===== config.mk =====
export PLATFORM = sky130hd
export DESIGN_NAME = aiobc_regs
export DESIGN_NICKNAME = d
export VERILOG_FILES = /design/src/logic/aiobc_pkg.sv /design/src/logic/aiobc_regs.sv
export SDC_FILE = /design/constraint.sdc
export NUM_CORES = 1
export LEC_CHECK = 0
export CAP_MARGIN = 20
export CORE_MARGIN = 8
export CORE_UTILIZATION = 30
export DETAILED_ROUTE_END_ITERATION = 10
export DONT_BUFFER_PORTS = 1
export HOLD_SLACK_MARGIN = 0.02
export PLACE_DENSITY = 0.43
export SLEW_MARGIN = 30
export SYNTH_ARGS = -nofsm -noshare
export SYNTH_HDL_FRONTEND = slang
export SYNTH_SLANG_ARGS = --single-unit

===== constraint.sdc =====
create_clock -name CLOCK -period 6.25 [get_ports CLOCK]
set_clock_uncertainty 0.1 [all_clocks]
set_input_delay 0.3125 -clock CLOCK [delete_from_list [all_inputs] [get_ports CLOCK]]
set_output_delay 0.3125 -clock CLOCK [all_outputs]
set_load 0.02 [all_outputs]

===== src/logic/aiobc_pkg.sv =====
// Package with register map, field positions, reset values and timing constants.
package aiobc_pkg;
	localparam int ADDR_W = 6;
	localparam logic [5:0] OFS_BOARD_CONTROL = 6'h00;
	localparam logic [5:0] OFS_INTERRUPT_CONTROL = 6'h04;
	localparam logic [5:0] OFS_INPUT_SAMPLE_PORT = 6'h08;
	localparam logic [5:0] OFS_INPUT_FIFO_CONTROL = 6'h0C;
	localparam logic [5:0] OFS_FIRST_RATE_DIVIDER = 6'h10;
	localparam logic [5:0] OFS_SECOND_RATE_DIVIDER = 6'h14;
	localparam logic [5:0] OFS_OUTPUT_SAMPLE_PORT = 6'h18;
	localparam logic [5:0] OFS_OUTPUT_FIFO_CONTROL = 6'h1C;
	localparam logic [5:0] OFS_TIMING_SOURCE_SELECT = 6'h20;
	localparam logic [5:0] OFS_PARALLEL_PORT = 6'h24;
	localparam logic [5:0] OFS_LOGIC_VERSION = 6'h28;
	localparam logic [5:0] OFS_CALIBRATION_VALUES = 6'h2C;
	localparam logic [31:0] RST_BOARD_CONTROL = 32'h00004060;
	localparam logic [31:0] RST_INTERRUPT_CONTROL = 32'h00000008;
	localparam logic [31:0] RST_INPUT_FIFO_CONTROL = 32'h00007FFE;
	localparam logic [31:0] RST_FIRST_RATE_DIVIDER = 32'h000107D0;
	localparam logic [31:0] RST_SECOND_RATE_DIVIDER = 32'h00000050;
	localparam logic [31:0] RST_OUTPUT_FIFO_CONTROL = 32'h00007FFE;
	localparam logic [31:0] RST_TIMING_SOURCE_SELECT = 32'h000002D2;
	localparam logic [31:0] RST_PARALLEL_PORT = 32'h00000000;
	localparam logic [31:0] RST_CALIBRATION_VALUES = 32'h00000000;
	// Writable mask of the board control word; bit 14 is status only.
	localparam logic [15:0] BCR_WMASK = 16'hBF77;
	localparam int BIT_OUT_BURST_EN = 9;
	localparam int BIT_OUT_SYNC = 11;
	localparam int BIT_IN_SYNC = 12;
	localparam int BIT_AUTOCAL = 13;
	localparam int BIT_CAL_PASS = 14;
	localparam int BIT_SOFT_REINIT = 15;
	localparam logic [1:0] SCAN_SRC_SOFT = 2'h3;
	localparam int SCAN_SRC_LSB = 2;
	localparam int CLOCK_HZ = 10_000_000;
	localparam int LOAD_TIME_MS = 3;
	localparam int LOGIC_CFG_TIME_MS = 300;
	localparam int INIT_TIME_MS = 3;
	localparam int LOAD_CYCLES = LOAD_TIME_MS * (CLOCK_HZ / 1000);
	localparam int LOGIC_CFG_CYCLES = LOGIC_CFG_TIME_MS * (CLOCK_HZ / 1000);
	localparam int INIT_CYCLES = INIT_TIME_MS * (CLOCK_HZ / 1000);
	localparam int OP_CYCLES = 16;
	localparam int CNT_W = 32;
endpackage : aiobc_pkg


===== src/logic/aiobc_regs.sv =====
// Register bank of the analog I/O board with configuration sequencer.
//
// Operation
// - Only full 32-bit accesses; narrower byte enables are refused.
// - Decode only the low address bits of a sixteen-longword window.
// - All interrupt conditions are merged onto one request line.
// - DMA reads input data port and writes output data port.
// - Input port at 0x08 is read-only; output port 0x18 write-only.
// - Control register has sixteen bits; upper bits read zero.
// - Self-clearing command bits return to zero when the operation ends.
// - Bits 0-2 select input configuration, reset zero.
// - Bits 4-5 select voltage range, reset to highest.
// - Bit 6 selects offset binary coding, resets to one.
// - Bit 8 selects simultaneous output update, resets clear.
// - Bit 9 enables one-shot output burst mode.
// - Bit 10 enables continuous output looping.
// - Bit 11 launches one burst when burst mode enabled.
// - Bit 12 starts one scan when software trigger selected.
// - Bit 13 starts autocalibration, clears when finished.
// - Bit 14 high at reset and calibration start; stays on success.
// - Bit 15 reinitializes logic and restores register defaults.
// - Bus reset starts configuration from nonvolatile memory.
// - Every access is retried while bus configuration loads.
// - Load, configure, then soft_reinit within 3, 300, 3 ms.
// - Configuration ends with bus interrupts disabled.
// - Soft reinit finishes within 3 ms, leaves bus config alone.
`timescale 1ns/100ps
module aiobc_regs #(
	parameter int LOAD_CNT = aiobc_pkg::LOAD_CYCLES,
	parameter int LOGIC_CFG_CNT = aiobc_pkg::LOGIC_CFG_CYCLES,
	parameter int INIT_CNT = aiobc_pkg::INIT_CYCLES,
	parameter int OP_CNT = aiobc_pkg::OP_CYCLES
) (
	// Clock and bus reset.
	input wire logic CLOCK,
	input wire logic RESET,
	// Target access from the bus bridge.
	input wire logic REQ,
	input wire logic WRITE,
	input wire logic [5:0] ADDR,
	input wire logic [3:0] BYTE_EN,
	input wire logic [31:0] WDATA,
	output logic ACK,
	output logic RETRY,
	output logic ERROR,
	output logic [31:0] RDATA,
	// Sample data paths.
	input wire logic [31:0] IN_SAMPLE,
	output logic IN_SAMPLE_POP,
	output logic [31:0] OUT_SAMPLE,
	output logic OUT_SAMPLE_PUSH,
	// Operation outcomes and events.
	input wire logic CAL_OK,
	input wire logic [7:0] IRQ_EVENTS,
	// Control outputs.
	output logic [15:0] BOARD_CONTROL,
	output logic [31:0] TIMING_SOURCE,
	output logic BURST_START,
	output logic SCAN_START,
	output logic IRQ,
	output logic BUS_INT_ENABLE,
	output logic CONFIG_DONE
);
	typedef enum {CFG_LOAD, CFG_LOGIC, CFG_INIT, CFG_RUN} aiobc_cfg_e;
	typedef struct packed {
		aiobc_cfg_e cfg;
		logic [31:0] cnt;
		logic [15:0] board_control;
		logic [31:0] irq_ctl;
		logic [31:0] in_ctl;
		logic [31:0] rate_a;
		logic [31:0] rate_b;
		logic [31:0] out_ctl;
		logic [31:0] tsel;
		logic [31:0] pport;
		logic [31:0] calv;
		logic [7:0] burst_cnt;
		logic [7:0] scan_cnt;
		logic [7:0] cal_cnt;
		logic ack;
		logic retry;
		logic error;
		logic [31:0] rdata;
		logic pop;
		logic push;
		logic [31:0] odata;
		logic bstart;
		logic sstart;
		logic irq;
		logic bus_ie;
		logic done;
	} aiobc_state_s;

	// Arbitrary logic version value.
	localparam logic [31:0] LOGIC_VERSION = 32'h00000100;

	aiobc_state_s st;
	aiobc_state_s next_st;
	logic rd;
	logic wr;
	logic [31:0] rword;
	logic [15:0] kept;

	always_comb begin
		next_st = st;
		next_st.ack = 1'b0;
		next_st.retry = 1'b0;
		next_st.error = 1'b0;
		next_st.pop = 1'b0;
		next_st.push = 1'b0;
		next_st.bstart = 1'b0;
		next_st.sstart = 1'b0;
		rd = 1'b0;
		wr = 1'b0;
		rword = 32'h00000000;
		kept = 16'h0000;
		case (st.cfg)
			CFG_LOAD: begin
				if (st.cnt >= 32'(LOAD_CNT - 1)) begin
					next_st.cfg = CFG_LOGIC;
					next_st.cnt = 32'h00000000;
				end else begin
					next_st.cnt = st.cnt + 32'h00000001;
				end
			end
			CFG_LOGIC: begin
				if (st.cnt >= 32'(LOGIC_CFG_CNT - 1)) begin
					next_st.cfg = CFG_INIT;
					next_st.cnt = 32'h00000000;
				end else begin
					next_st.cnt = st.cnt + 32'h00000001;
				end
			end
			CFG_INIT: begin
				if (st.cnt >= 32'(INIT_CNT - 1)) begin
					next_st.cfg = CFG_RUN;
					next_st.cnt = 32'h00000000;
					next_st.done = 1'b1;
					next_st.board_control[aiobc_pkg::BIT_SOFT_REINIT] = 1'b0;
				end else begin
					next_st.cnt = st.cnt + 32'h00000001;
				end
			end
			CFG_RUN: begin
			end
			default: next_st.cfg = CFG_RUN;
		endcase
		if (st.burst_cnt != 8'h00) begin
			next_st.burst_cnt = st.burst_cnt - 8'h01;
			if (st.burst_cnt == 8'h01) begin
				next_st.board_control[aiobc_pkg::BIT_OUT_SYNC] = 1'b0;
			end
		end
		if (st.scan_cnt != 8'h00) begin
			next_st.scan_cnt = st.scan_cnt - 8'h01;
			if (st.scan_cnt == 8'h01) begin
				next_st.board_control[aiobc_pkg::BIT_IN_SYNC] = 1'b0;
			end
		end
		if (st.cal_cnt != 8'h00) begin
			next_st.cal_cnt = st.cal_cnt - 8'h01;
			if (st.cal_cnt == 8'h01) begin
				next_st.board_control[aiobc_pkg::BIT_AUTOCAL] = 1'b0;
				next_st.board_control[aiobc_pkg::BIT_CAL_PASS] = CAL_OK;
			end
		end
		next_st.irq = st.bus_ie && ((st.irq_ctl[7:0] & IRQ_EVENTS) != 8'h00);
		if (REQ && !st.ack && !st.retry && !st.error) begin
			if (st.cfg == CFG_LOAD) begin
				next_st.retry = 1'b1;
			end else if (BYTE_EN != 4'hF) begin
				next_st.error = 1'b1;
			end else begin
				next_st.ack = 1'b1;
				rd = !WRITE;
				wr = WRITE;
			end
		end
		case (ADDR & 6'h3C)
			aiobc_pkg::OFS_BOARD_CONTROL: rword = {16'h0000, st.board_control};
			aiobc_pkg::OFS_INTERRUPT_CONTROL: rword = st.irq_ctl;
			aiobc_pkg::OFS_INPUT_SAMPLE_PORT: rword = IN_SAMPLE;
			aiobc_pkg::OFS_INPUT_FIFO_CONTROL: rword = st.in_ctl;
			aiobc_pkg::OFS_FIRST_RATE_DIVIDER: rword = st.rate_a;
			aiobc_pkg::OFS_SECOND_RATE_DIVIDER: rword = st.rate_b;
			aiobc_pkg::OFS_OUTPUT_FIFO_CONTROL: rword = st.out_ctl;
			aiobc_pkg::OFS_TIMING_SOURCE_SELECT: rword = st.tsel;
			aiobc_pkg::OFS_PARALLEL_PORT: rword = st.pport;
			aiobc_pkg::OFS_LOGIC_VERSION: rword = LOGIC_VERSION;
			aiobc_pkg::OFS_CALIBRATION_VALUES: rword = st.calv;
			default: rword = 32'h00000000;
		endcase
		if (rd) begin
			next_st.rdata = rword;
			if ((ADDR & 6'h3C) == aiobc_pkg::OFS_INPUT_SAMPLE_PORT) begin
				next_st.pop = 1'b1;
			end
		end
		if (wr) begin
			case (ADDR & 6'h3C)
				aiobc_pkg::OFS_BOARD_CONTROL: begin
					// mode fields
					// Start from the completion-adjusted word so a finishing command
					// is not held set by a write in the same cycle.
					kept = next_st.board_control;
					next_st.board_control = (kept & ~aiobc_pkg::BCR_WMASK)
						| (WDATA[15:0] & aiobc_pkg::BCR_WMASK);
					// Commands in progress stay set until they complete.
					next_st.board_control[aiobc_pkg::BIT_OUT_SYNC] = kept[aiobc_pkg::BIT_OUT_SYNC];
					next_st.board_control[aiobc_pkg::BIT_IN_SYNC] = kept[aiobc_pkg::BIT_IN_SYNC];
					next_st.board_control[aiobc_pkg::BIT_AUTOCAL] = kept[aiobc_pkg::BIT_AUTOCAL];
					next_st.board_control[aiobc_pkg::BIT_SOFT_REINIT] =
						kept[aiobc_pkg::BIT_SOFT_REINIT];
					if (WDATA[aiobc_pkg::BIT_OUT_SYNC] && WDATA[aiobc_pkg::BIT_OUT_BURST_EN]
							&& st.burst_cnt == 8'h00) begin
						next_st.board_control[aiobc_pkg::BIT_OUT_SYNC] = 1'b1;
						next_st.burst_cnt = 8'(OP_CNT);
						next_st.bstart = 1'b1;
					end
					if (WDATA[aiobc_pkg::BIT_IN_SYNC] && st.scan_cnt == 8'h00
							&& st.tsel[aiobc_pkg::SCAN_SRC_LSB +: 2]
							== aiobc_pkg::SCAN_SRC_SOFT) begin
						next_st.board_control[aiobc_pkg::BIT_IN_SYNC] = 1'b1;
						next_st.scan_cnt = 8'(OP_CNT);
						next_st.sstart = 1'b1;
					end
					if (WDATA[aiobc_pkg::BIT_AUTOCAL] && st.cal_cnt == 8'h00) begin
						next_st.board_control[aiobc_pkg::BIT_AUTOCAL] = 1'b1;
						next_st.board_control[aiobc_pkg::BIT_CAL_PASS] = 1'b1;
						next_st.cal_cnt = 8'(OP_CNT);
					end
					if (WDATA[aiobc_pkg::BIT_SOFT_REINIT] && st.cfg == CFG_RUN) begin
						next_st.board_control = aiobc_pkg::RST_BOARD_CONTROL[15:0];
						next_st.board_control[aiobc_pkg::BIT_SOFT_REINIT] = 1'b1;
						next_st.irq_ctl = aiobc_pkg::RST_INTERRUPT_CONTROL;
						next_st.in_ctl = aiobc_pkg::RST_INPUT_FIFO_CONTROL;
						next_st.rate_a = aiobc_pkg::RST_FIRST_RATE_DIVIDER;
						next_st.rate_b = aiobc_pkg::RST_SECOND_RATE_DIVIDER;
						next_st.out_ctl = aiobc_pkg::RST_OUTPUT_FIFO_CONTROL;
						next_st.tsel = aiobc_pkg::RST_TIMING_SOURCE_SELECT;
						next_st.pport = aiobc_pkg::RST_PARALLEL_PORT;
						next_st.calv = aiobc_pkg::RST_CALIBRATION_VALUES;
						next_st.burst_cnt = 8'h00;
						next_st.scan_cnt = 8'h00;
						next_st.cal_cnt = 8'h00;
						next_st.cfg = CFG_INIT;
						next_st.cnt = 32'h00000000;
						next_st.done = 1'b0;
					end
				end
				aiobc_pkg::OFS_INTERRUPT_CONTROL: begin
					next_st.irq_ctl = WDATA;
					next_st.bus_ie = 1'b1;
				end
				aiobc_pkg::OFS_INPUT_FIFO_CONTROL: next_st.in_ctl = WDATA;
				aiobc_pkg::OFS_FIRST_RATE_DIVIDER: next_st.rate_a = WDATA;
				aiobc_pkg::OFS_SECOND_RATE_DIVIDER: next_st.rate_b = WDATA;
				aiobc_pkg::OFS_OUTPUT_SAMPLE_PORT: begin
					next_st.odata = WDATA;
					next_st.push = 1'b1;
				end
				aiobc_pkg::OFS_OUTPUT_FIFO_CONTROL: next_st.out_ctl = WDATA;
				aiobc_pkg::OFS_TIMING_SOURCE_SELECT: next_st.tsel = WDATA;
				aiobc_pkg::OFS_PARALLEL_PORT: next_st.pport = WDATA;
				aiobc_pkg::OFS_CALIBRATION_VALUES: next_st.calv = WDATA;
				default: begin
				end
			endcase
		end
	end

	always_ff @(posedge CLOCK) begin
		if (RESET) begin
			st <= '0;
			st.cfg <= CFG_LOAD;
			st.board_control <= aiobc_pkg::RST_BOARD_CONTROL[15:0];
			st.irq_ctl <= aiobc_pkg::RST_INTERRUPT_CONTROL;
			st.in_ctl <= aiobc_pkg::RST_INPUT_FIFO_CONTROL;
			st.rate_a <= aiobc_pkg::RST_FIRST_RATE_DIVIDER;
			st.rate_b <= aiobc_pkg::RST_SECOND_RATE_DIVIDER;
			st.out_ctl <= aiobc_pkg::RST_OUTPUT_FIFO_CONTROL;
			st.tsel <= aiobc_pkg::RST_TIMING_SOURCE_SELECT;
			st.pport <= aiobc_pkg::RST_PARALLEL_PORT;
			st.calv <= aiobc_pkg::RST_CALIBRATION_VALUES;
		end else begin
			st <= next_st;
		end
	end

	assign ACK = st.ack;
	assign RETRY = st.retry;
	assign ERROR = st.error;
	assign RDATA = st.rdata;
	assign IN_SAMPLE_POP = st.pop;
	assign OUT_SAMPLE = st.odata;
	assign OUT_SAMPLE_PUSH = st.push;
	assign BOARD_CONTROL = st.board_control;
	assign TIMING_SOURCE = st.tsel;
	assign BURST_START = st.bstart;
	assign SCAN_START = st.sstart;
	assign IRQ = st.irq;
	assign BUS_INT_ENABLE = st.bus_ie;
	assign CONFIG_DONE = st.done;
endmodule : aiobc_regs


* Word-level counts from Yosys, hierarchy flattened
Cells that the tools add are included.
** Storage, ports and cells
- Bits in registers :: 434
- Bits in latches :: 0
- RAM bits :: 0
- Bits in read-only memories :: 0
- Output and inout port bits :: 122
- Memories kept :: 0
** Cells by class
- Add/sub/neg operators :: 4
- Multipliers :: 0
- Div/mod/pow operators :: 0
- $lt $le $gt $ge :: 2
- Eq/ne operators :: 21
- Shifts and indexed selects :: 0
- Multiplexer cells :: 55
- Bitwise logic cells :: 6
- Reductions and logical operators :: 49
** Operators with widths (count)
- $mux 360 :: 2
- $pmux 32 s2 :: 9
- $pmux 32 s11 :: 1
- $mux 32 :: 5
- $pmux 32 s4 :: 1
- $mux 80 :: 1
- $eq 32x2->1 const B :: 2
- $logic_not 32->1 :: 2
- $mux 8 :: 6
- $mux 33 :: 1
- $add 32x1->32 const B :: 1
- $eq 32x1->1 const B :: 1
- $eq 32x3->1 const B :: 1
- $ge 32x15->1 const B :: 1
- $ge 32x22->1 const B :: 1
- $reduce_bool 8->1 :: 4
- $mux 1 :: 25
- $eq 8x1->1 const B :: 3
- $logic_not 8->1 :: 3
- $mux 24 :: 1
- $reduce_and 3->1 :: 8
- $sub 8x1->8 const B :: 3
- $eq 4x3->1 const B :: 4
- $eq 4x4->1 const B :: 4
- 16 further kinds :: 47

* Logic depth before layout (Yosys ltp)
Gate-level depths: netlist of the first run.
- Depth after elaboration :: 8
- Depth in mapped cells :: 10
- Gate-level depth less buffers :: 8

* Worst setup path before layout of the first run
No wires, ideal clock.
- Path kind :: in2reg
- From :: in ADDR[4]
- To :: reg st[371] in the netlist's numbering
- Setup time :: 0.117 ns
- Arrival :: 2.150 ns
- Required time :: 6.033 ns
- Slack :: 3.884 ns
- Stages on the path :: 9
- Path buffers :: 3
- Path through :: buf_2 -> nor4_4 -> nand4_1 -> nor4_4 -> or2_2 -> buf_6 -> a21oi_2 -> buf_4 -> a22o_1
** On the way
- Cells in the longest elaborated chain, start to end :: 3
** RTL lines
- start, declared :: RTL line aiobc_regs.sv:40 : input wire logic [5:0] ADDR,
- $logic_not 6->1 :: RTL line aiobc_regs.sv:200 : case (ADDR & 6'h3C)
- $mux 80 :: RTL line aiobc_regs.sv:200
- $mux 360 :: RTL line aiobc_regs.sv:199 : if (wr) begin
- end signal, assigned :: RTL line aiobc_regs.sv:286 : st <= next_st;
- end, declared :: RTL line aiobc_regs.sv:97 : aiobc_state_s st;
No other way between the ends.
A chain may end at the register's enable or synchronous reset.

* Final worst setup path of the first run
- From :: reg st (netlist bit ACK)
- To :: reg st (netlist bit OUT_SAMPLE[22])
** On the way
- Cells in the longest elaborated chain, start to end :: 6
** RTL lines
- $logic_not 1->1 :: RTL line aiobc_regs.sv:168 : if (REQ && !st.ack && !st.retry && !st.error) begin
- $logic_and 1x1->1 (3 in a row) :: RTL line aiobc_regs.sv:168
- $mux 1 :: RTL line aiobc_regs.sv:168
- $reduce_and 2->1 (no source line)
No other way between the ends.

==> results_dict.tcl, run 1 <==
set metrics [dict create \
    wirelength_um 68300 \
    tightest_slew_ns 0.972 \
    clk_path_buf_depth 3 \
    place_hpwl_um 42400 \
    die_w_um 265 \
    placed_area_um2 18400 \
    fillers 6258 \
    rows 91 \
    max_freq_mhz 244 \
    fp.dieH_um 265 \
    portBuffers 0 \
    cts_root_buffer "clkbuf_16" \
    drt_iter0_drc 1385 \
    nets 2130 \
    yosysTopAreaCellShare_pct 46.9 \
    drcViolationCount 0 \
    dieArea_um2 70000 \
    cts_tree "yes" \
    finalInstanceArea_um2 20900 \
    io_pins 209 \
    grt_pass1_wl_um 101000 \
    cts_setup_buffers 0 \
    rsz0062_at_grt "no" \
    layout-drive-gt1-share_pct 7.51 \
    antenna_found_initial 8 \
    status "finished, final reports clean" \
    worst_setup_path_start_kind "register" \
    final_util_pct 34.0 \
    place_congestion 0.798 \
    clkSlewWorstSetupHoldPaths_ns 0.06 \
    drtPass1Iterations 7 \
    ys_warn_count 0 \
    worstSetupEndpointType "register" \
    synth_cells 2177 \
    synth_area_per_cell_um2 8.52 \
    cellPowerDensity_nw_per_um2 318 \
    vdd_ir_drop_max_uv 206 \
    hold_class "input pin to register" \
    async_flop_share_pct 0 \
    synthesis.area_um2 18500 \
    globalRouteTotalUtil_pct 18.7 \
    ys_seq_area_share_pct 46.9 \
    slew_violations 0 \
    core_um2 61400 \
    initial_core_util_pct 30.2 \
    cts_buffers 51 \
    grt_pass1_vias 14950 \
    h-tree-depth 2 \
    p_leak_nw 7.15 \
    cp.required_ns 6.63 \
    syn2layout_area_growth_pct 12.5 \
    ys.flop_type "dfxtp_1" \
    finalHoldViolations 0 \
    vias 15728 \
    crit_fanout 33 \
    numClockSinks 434 \
    fin_crit_ns 4.09 \
    critical_path_class "register to register" \
    antenna_left 0 \
    timing.final.crit_share_pct 65.5 \
    clk_latency_ns 0.60 \
    ys_types 61 \
    grt.overflow.total 0 \
    final_cell_mix "dfxtp_1 (434), nand2_1 (269), a21oi_1 (217), nand3_1 (197), nor2_1 (116)" \
    synth_edf_count 0 \
    fin_tns_setup_ns 0 \
    final_common_cell "dfxtp_1" \
    grt_start_max_net_pins 329 \
    synth_top_cell_by_area "dfxtp_1" \
    synth_area_leaders "dfxtp_1 (47%), a21oi_1 (5.9%), nand2_1 (5.4%)" \
    slew_headroom_pct 35.0 \
    ys_ff_latch 434 \
    wl_per_cell_um 23.8 \
    drv_cap 0 \
    crit_arrival_ns 4.48 \
    vias_per_cell 5.48 \
    setup_viol 0 \
]
[cell usage after synthesis (all sizes together), types with 26 or more instances]
library cell and count:
a21oi 219, a221oi 33, a22o 64, a22oi 97, buf 165, clkbuf 154, dfxtp 434, nand2 269
nand2b 26, nand3 198, nand3b 40, nor2 127, nor3 60, o21bai 40, o31ai 43
[cell families (layout without fill, tap and decap cells)]
kind of cell	Yosys count	in the layout	synth area share, %
mux	11	11	0.594
fa+ha+maj	7	7	0.472
flops	434	434	46.9
buf+inv	337	209	9.58
other cells	1	31	0.0202
simple gates	816	816	21.3
xor+xnor	16	16	0.756
compound gates	555	555	20.4
[path summary, 6_finish.rpt]
| check | end | cells past startpoint | startpoint | slack [ns] |
|---|---|---|---|---|
| max reg2reg | OUT_SAMPLE[22] | 8 | ACK | 2.16 |
| min | RDATA[9] | 4 | IN_SAMPLE[9] | 0.05 |
| min reg2reg | st[157] | 2 | st[157] | 0.35 |
| max | OUT_SAMPLE[22] | 8 | ACK | 2.16 |
[repair_timing]
action | CTS | global route
resized for setup | 0 | 0
hold endpoints to repair | 349 | 0
setup endpoints to repair | 0 | 0
hold buffers | 66 | 0
[layer usage]
metal / up-vias / part of all wire (%) / wire length (um) / GRT usage [%]
met2: 457 / 47 / 32100 / 30.5
met4: 14 / 2.2 / 1500 / 5.10
met5: - / 0.12 / 81 / 0
met3: 103 / 7.0 / 4760 / 4.69
met1: 7783 / 44 / 29900 / 24.4
li1: 7371 / - / - / -
[registers in the layout, indices dropped and copies added, names as in the netlist]
signal           count
OUT_SAMPLE_PUSH      1
TIMING_SOURCE       32
ACK                  1
IRQ                  1
st                 312
BURST_START          1
CONFIG_DONE          1
SCAN_START           1
BOARD_CONTROL       16
ERROR                1
RETRY                1
OUT_SAMPLE          32
IN_SAMPLE_POP        1
RDATA               32
BUS_INT_ENABLE       1
[layout make-up]
cell class                      instances  area, um2  area share [%]
Inverter                               18       67.6           0.324
Sequential cell                       434       8690            41.7
Timing Repair Buffer                   96        996            4.77
Tap cell                              790        988            4.74
Clock inverter                         21        231            1.11
Multi-Input combinational cell       1435       8360            40.1
Antenna cell                            1       2.50          0.0120
Clock buffer                           74       1520            7.31
[through the flow]
step	setup WS (ns)	total power [mW]	hold slack (ns)	instances
2_1_floorplan	3.88	3.41	0.329	2206
3_3_place_gp	2.23	3.46	0.311	2703
3_5_place_dp	2.28	3.47	0.316	2705
4_1_cts	2.13	6.72	0.0280	2866
5_1_grt	1.92	6.89	0.0726	2868
6_report	2.16	6.63	0.0525	2869
[power by group]
group | switching [mW] | leakage (nW) | total, mW | internal [mW]
Sequential | 0.0669 | 3.51 | 2.91 | 2.85
Clock | 1.25 | 0.866 | 3.10 | 1.86
Combinational | 0.375 | 2.77 | 0.614 | 0.239
Total | 1.69 | 7.15 | 6.63 | 4.94
[critical path, stage by stage, from the launching register on]
cell	delay [ns]
dfxtp_1	0.39
nor4b_2	0.53
nand3_1	0.30
a31oi_4	0.83
buf_4	0.40
nand3_4	0.48
nand2_1	0.21
a21oi_1	0.09
dlygate4sd3_1	0.59
Note: power is estimated with default switching activity, not from simulation.
==> run 2, diff against run 1 <==
--- a/config.mk
+++ b/config.mk
@@ -5,13 +5,14 @@
 export SDC_FILE = /design/constraint.sdc
 export NUM_CORES = 1
 export LEC_CHECK = 0
+export ABC_AREA = 1
 export CAP_MARGIN = 20
 export CORE_MARGIN = 8
 export CORE_UTILIZATION = 30
 export DETAILED_ROUTE_END_ITERATION = 10
 export DONT_BUFFER_PORTS = 1
 export HOLD_SLACK_MARGIN = 0.02
-export PLACE_DENSITY = 0.43
+export PLACE_DENSITY = 0.44
 export SLEW_MARGIN = 30
 export SYNTH_ARGS = -nofsm -noshare
 export SYNTH_HDL_FRONTEND = slang
==> constraint.sdc (replaced) <==
create_clock -name CLOCK -period 3.5 [get_ports CLOCK]
set_clock_uncertainty 0.1 [all_clocks]
set_input_delay 0.175 -clock CLOCK [delete_from_list [all_inputs] [get_ports CLOCK]]
set_output_delay 0.175 -clock CLOCK [all_outputs]
set_load 0.02 [all_outputs]
==> run 2 against run 1 <==
Setup slack worse by 2.0 ns. Die area rose by 11%. Wire length rose by 16%. Clock-buffer cell count is 5 higher. Largest cell class is now multi-input combinational cells. Highest routed layer unchanged.
==> results_dict.tcl, run 2 <==
set metrics [dict create \
    status "finished, final reports clean" \
    portBuffers 0 \
    wl_per_cell_um 20.5 \
    antenna_left 0 \
    async_flop_share_pct 0 \
    ys_types 43 \
    timing.final.crit_share_pct 95.5 \
    pre_cts_ws_ns 0.680 \
    ys.flop_type "dfxtp_1" \
    post-synth-top-count-cell "nand2_1" \
    layout-drive-gt1-share_pct 6.58 \
    crit_fanout 12 \
    final_common_cell "nand2_1" \
    p_leak_nw 9.67 \
    drtPass1Iterations 5 \
    worst_setup_path_start_kind "input pin" \
    synth_area_per_cell_um2 6.77 \
    critical_path_class "input pin to register" \
    crit_slowest_cell "dlygate4sd3_1" \
    path_cells "dlygate4sd3_1 -> nand2_1 -> dlygate4sd3_1 -> nor2_2 -> nand3_4 -> dlygate4sd3_1 -> nor2_4 -> nand2_2 -> nor2_2 -> nor2_4 -> nand2_1 -> nor2_1" \
    finalHoldViolations 0 \
    power_mw 12.1 \
    dieArea_um2 77500 \
    fp.dieH_um 278 \
    core_um2 68300 \
    hold_class "input pin to register" \
    cp.required_ns 3.88 \
    place_congestion 0.843 \
    drt_iter0_drc 1960 \
    numPlacedInstances 3699 \
    slew_headroom_pct 31.8 \
    path_common_cell "dlygate4sd3_1" \
    grt.overflow.total 0 \
    hold-worst-slack_ns 0.0797 \
    place_hpwl_um 51200 \
    critPathMaxStageDelay_ns 0.71 \
    cellPowerDensity_nw_per_um2 521 \
    ys_seq_area_share_pct 42.1 \
    top_register "st" \
    drv_cap 0 \
    rows 96 \
    wirelength_um 79600 \
    vias 19491 \
    layout.cells.non_filler 3878 \
    fin_tns_setup_ns 0 \
    syn2layout_area_growth_pct 13.0 \
    globalRouteTotalUtil_pct 19.5 \
    cts_buffers 53 \
    largest_reg_flops 312 \
    synth_top_cell_by_area "dfxtp_1" \
    io_pins 209 \
    crit_arrival_ns 3.72 \
    synth_cells 3050 \
    initial_core_util_pct 30.2 \
    placed_area_um2 20700 \
    synthTopCellsByCount "nand2_1 (899), dfxtp_1 (434), nand3_1 (347), a21oi_1 (306), nor2_1 (305)" \
    slew_violations 0 \
    critical_path_depth 12 \
    rsz0062_at_grt "no" \
    hold_path_depth 6 \
    cts_tree "yes" \
    nets 3046 \
    grt_start_max_net_pins 187 \
    finalInstanceArea_um2 23300 \
    fin_crit_ns 3.34 \
    vias_per_cell 5.03 \
    worstSetupEndpointType "register" \
    yosysTopAreaCellShare_pct 42.1 \
    numClockSinks 434 \
    cts_root_buffer "clkbuf_16" \
    grt_pass1_vias 17801 \
    h-tree-depth 2 \
    antenna_found_initial 15 \
    ys_ff_latch 434 \
    layout_setup_ws_ns 0.158 \
    clk_latency_ns 0.62 \
    ys_warn_count 0 \
    vdd_ir_drop_max_uv 314 \
    final_cell_mix "nand2_1 (897), dfxtp_1 (434), nand3_1 (347), a21oi_1 (306), nor2_1 (298)" \
    clkSlewWorstSetupHoldPaths_ns 0.06 \
    crit_buf_inv 3 \
    setup_viol 0 \
    synth_edf_count 0 \
    drcViolationCount 0 \
    clk_path_buf_depth 3 \
    r2r_cells 14 \
    grt_pass1_wl_um 117000 \
    final_util_pct 34.1 \
    max_freq_mhz 299 \
    fillers 7333 \
    path_delay_family "buffers and inverters" \
    tightest_slew_ns 1.02 \
    synth_area_leaders "dfxtp_1 (42%), nand2_1 (16%), nand3_1 (8.4%)" \
    synthesis.area_um2 20600 \
    die_w_um 278 \
]
run 2: path summary, 6_finish.rpt:
kind	startpoint	endpoint	slack, ns
setup / recovery	BYTE_EN[0]	st[96]	0.16
setup reg to reg	st[414]	st[321]	0.25
hold / removal	IN_SAMPLE[4]	RDATA[4]	0.08
hold reg to reg	st[393]	st[393]	0.34
run 2: power breakdown:
group / internal (mW) / switching, mW / leakage [nW] / total (mW)
registers: 5.09 / 0.103 / 3.51 / 5.19
clock network: 3.48 / 2.29 / 0.892 / 5.76
logic: 0.404 / 0.790 / 5.27 / 1.19
total: 8.97 / 3.18 / 9.67 / 12.1
run 2: per-layer routing:
| layer | up-vias | share of wire, % | GRT usage, % | wire length (um) |
|---|---|---|---|---|
| met1 | 9200 | 47 | 28.4 | 37400 |
| met2 | 735 | 40 | 27.6 | 32200 |
| met3 | 109 | 10 | 6.19 | 8300 |
| met4 | 18 | 2.0 | 4.43 | 1620 |
| li1 | 9429 | - | - | - |
| met5 | - | 0.15 | 0 | 118 |
run 2: layout make-up:
type	count	area, um2	share of cell area (%)
Inverter	196	738	3.16
Clock buffer	79	1580	6.75
Multi-Input combinational cell	2133	9620	41.2
Clock inverter	17	245	1.05
Sequential cell	434	8690	37.2
Timing Repair Buffer	134	1360	5.81
Tap cell	882	1100	4.73
Antenna cell	3	7.51	0.0322
run 2: what timing repair did:
item | 4_1_cts | 5_1_grt
hold buffers | 74 | 0
resized for setup | 0 | 5
endpoints found under the setup margin | 0 | 42
setup buffers | 0 | 3
endpoints found under the hold margin | 383 | 0
run 2: cells by family after synthesis:
family                   synth area share (%)
buffers and inverters                    12.1
flip-flops                               42.1
AO/OA/AOI/OAI                            10.9
other                                  0.0182
adder cells (fa/ha/maj)                 0.424
XOR/XNOR                                 1.19
AND/OR/NAND/NOR                          33.3
run 2: worst register-to-register path: cells and delay by family, from the launching register on:
family                 cells  cell delay [ns]
AO/OA/AOI/OAI              1             0.13
buffers and inverters      5             1.53
flip-flops                 1             0.30
AND/OR/NAND/NOR            8             1.14
==> run 3, diff against run 2 <==
==> constraint.sdc (replaced) <==
create_clock -name CLOCK -period 3.5 [get_ports CLOCK]
set_clock_uncertainty 0.1 [all_clocks]
set_input_delay 0.175 -clock CLOCK [delete_from_list [all_inputs] [get_ports CLOCK]]
set_output_delay 0.175 -clock CLOCK [all_outputs]
set_load 0.1 [all_outputs]
==> run 3 against run 2 <==
Via count hardly changed. First-iteration DRC count is 10% lower. Final area is 0.75% higher. Non-clock buffer count is 41 higher. Setup slack better by 0.081 ns. Largest cell class unchanged. Sequential power hardly changed. Hold slack worse by 0.028 ns. Clock-buffer cell count is 9 lower. Clock power is 4.2% lower. Largest power group unchanged.
==> results_dict.tcl, run 3 (same netlist as run 2, synthesis figures left out) <==
set metrics [dict create \
    p_leak_nw 9.85 \
    worstSetupEndpointType "register" \
    drtPass1Iterations 5 \
    grt_pass1_vias 18165 \
    wirelength_um 78900 \
    portBuffers 0 \
    antenna_left 0 \
    core_um2 68300 \
    numClockSinks 434 \
    crit_arrival_ns 3.66 \
    initial_core_util_pct 30.2 \
    vdd_ir_drop_max_uv 334 \
    max_freq_mhz 307 \
    rows 96 \
    clk_path_buf_depth 3 \
    grt.overflow.total 0 \
    rsz0062_at_grt "no" \
    antenna_found_initial 21 \
    layout-drive-gt1-share_pct 7.77 \
    hold_class "input pin to register" \
    cts_buffers 52 \
    critical_path_class "register to register" \
    dieArea_um2 77500 \
    drv_cap 0 \
    vias 19486 \
    wl_per_cell_um 20.1 \
    clkSlewWorstSetupHoldPaths_ns 0.06 \
    fp.dieH_um 278 \
    drcViolationCount 0 \
    layout_setup_ws_ns 0.240 \
    io_pins 209 \
    place_hpwl_um 51400 \
    crit_fanout 25 \
    place_congestion 0.852 \
    grt_pass1_wl_um 118000 \
    cellPowerDensity_nw_per_um2 508 \
    grt_start_max_net_pins 187 \
    slew_violations 0 \
    status "finished, final reports clean" \
    cts_tree "yes" \
    pre_cts_ws_ns 0.711 \
    nets 3085 \
    tightest_slew_ns 1.02 \
    cts_root_buffer "clkbuf_16" \
    globalRouteTotalUtil_pct 19.6 \
    top_register "st" \
    final_common_cell "nand2_1" \
    timing.final.crit_share_pct 93.2 \
    final_cell_mix "nand2_1 (898), dfxtp_1 (430), nand3_1 (347), a21oi_1 (306), nor2_1 (299)" \
    cp.required_ns 3.90 \
    die_w_um 278 \
    clk_latency_ns 0.61 \
    largest_reg_flops 312 \
    fin_crit_ns 3.26 \
    slew_headroom_pct 31.8 \
    setup_viol 0 \
    syn2layout_area_growth_pct 13.9 \
    drt_iter0_drc 1762 \
    finalHoldViolations 0 \
    h-tree-depth 2 \
    fin_tns_setup_ns 0 \
    vias_per_cell 4.98 \
    worst_setup_path_start_kind "register" \
]
run 3: cell count changes in the layout (fill, tap and decap cells not counted), sizes merged:
| cell | before | now |
|---|---|---|
| clkinvlp | 2 | 1 |
| clkinv | 10 | 12 |
| clkbuf | 81 | 70 |
| buf | 59 | 105 |
| dlygate4sd3 | 73 | 70 |
| nor2 | 314 | 313 |
| diode | 3 | 7 |
run 3: per-stage QoR:
stage	util [%]	area (um2)	power, mW	instances	hold slack [ns]
finish	34.4	23500	11.9	3914	0.0517
global route	34.4	23500	12.4	3910	0.0708
CTS	34.4	23500	12.1	3907	0.0224
detailed placement	30.8	21000	6.34	3748	0.162
global placement	30.8	21000	6.30	3748	0.162
floorplan	-	20800	6.15	3079	0.152
run 3: what timing repair did:
item,in CTS,in global routing
hold buffers,71,0
buffers inserted,0,0
resized for setup,0,1
setup endpoints to repair,0,11
endpoints found under the hold margin,382,0
run 3: layout make-up:
cell class	instances	area, um2
Fill cell	7245	44800
Multi-Input combinational cell	2132	9620
Sequential cell	434	8690
Timing Repair Buffer	175	1620
Clock buffer	70	1450
Tap cell	882	1100
Inverter	196	738
Clock inverter	18	269
Antenna cell	7	17.5
run 3: layer usage:
layer	track usage, %	vias up	wire length [um]
met5	0	-	106
met4	4.28	16	1400
met3	4.83	101	6850
met2	28.5	693	32500
met1	28.8	9179	38000
li1	-	9497	-
run 3: worst max-delay path: stages, from the launching register on:
cell           delay (ns)
dfxtp_1              0.30
nor2_1               0.10
nand2_1              0.07
nor2_2               0.15
nand2_2              0.19
nor2_4               0.27
nand3_2              0.21
nand2_1              0.35
nand2_1              0.29
buf_4                0.37
nand2_1              0.11
a21oi_1              0.06
dlygate4sd3_1        0.56
run 3: worst paths after layout:
check	slack, ns	startpoint	cells after the start	endpoint
setup / recovery	0.24	st[433]	12	TIMING_SOURCE[25]
hold / removal	0.05	RESET	2	st[221]
setup reg to reg	0.24	st[433]	12	TIMING_SOURCE[25]
hold reg to reg	0.34	st[392]	2	st[392]
run 3: power by group:
part | leakage (nW) | internal [mW] | switching (mW) | total [mW]
sequential | 3.52 | 5.09 | 0.105 | 5.19
combinational | 5.50 | 0.404 | 0.825 | 1.23
clock | 0.839 | 3.27 | 2.25 | 5.52
total | 9.85 | 8.76 | 3.18 | 11.9
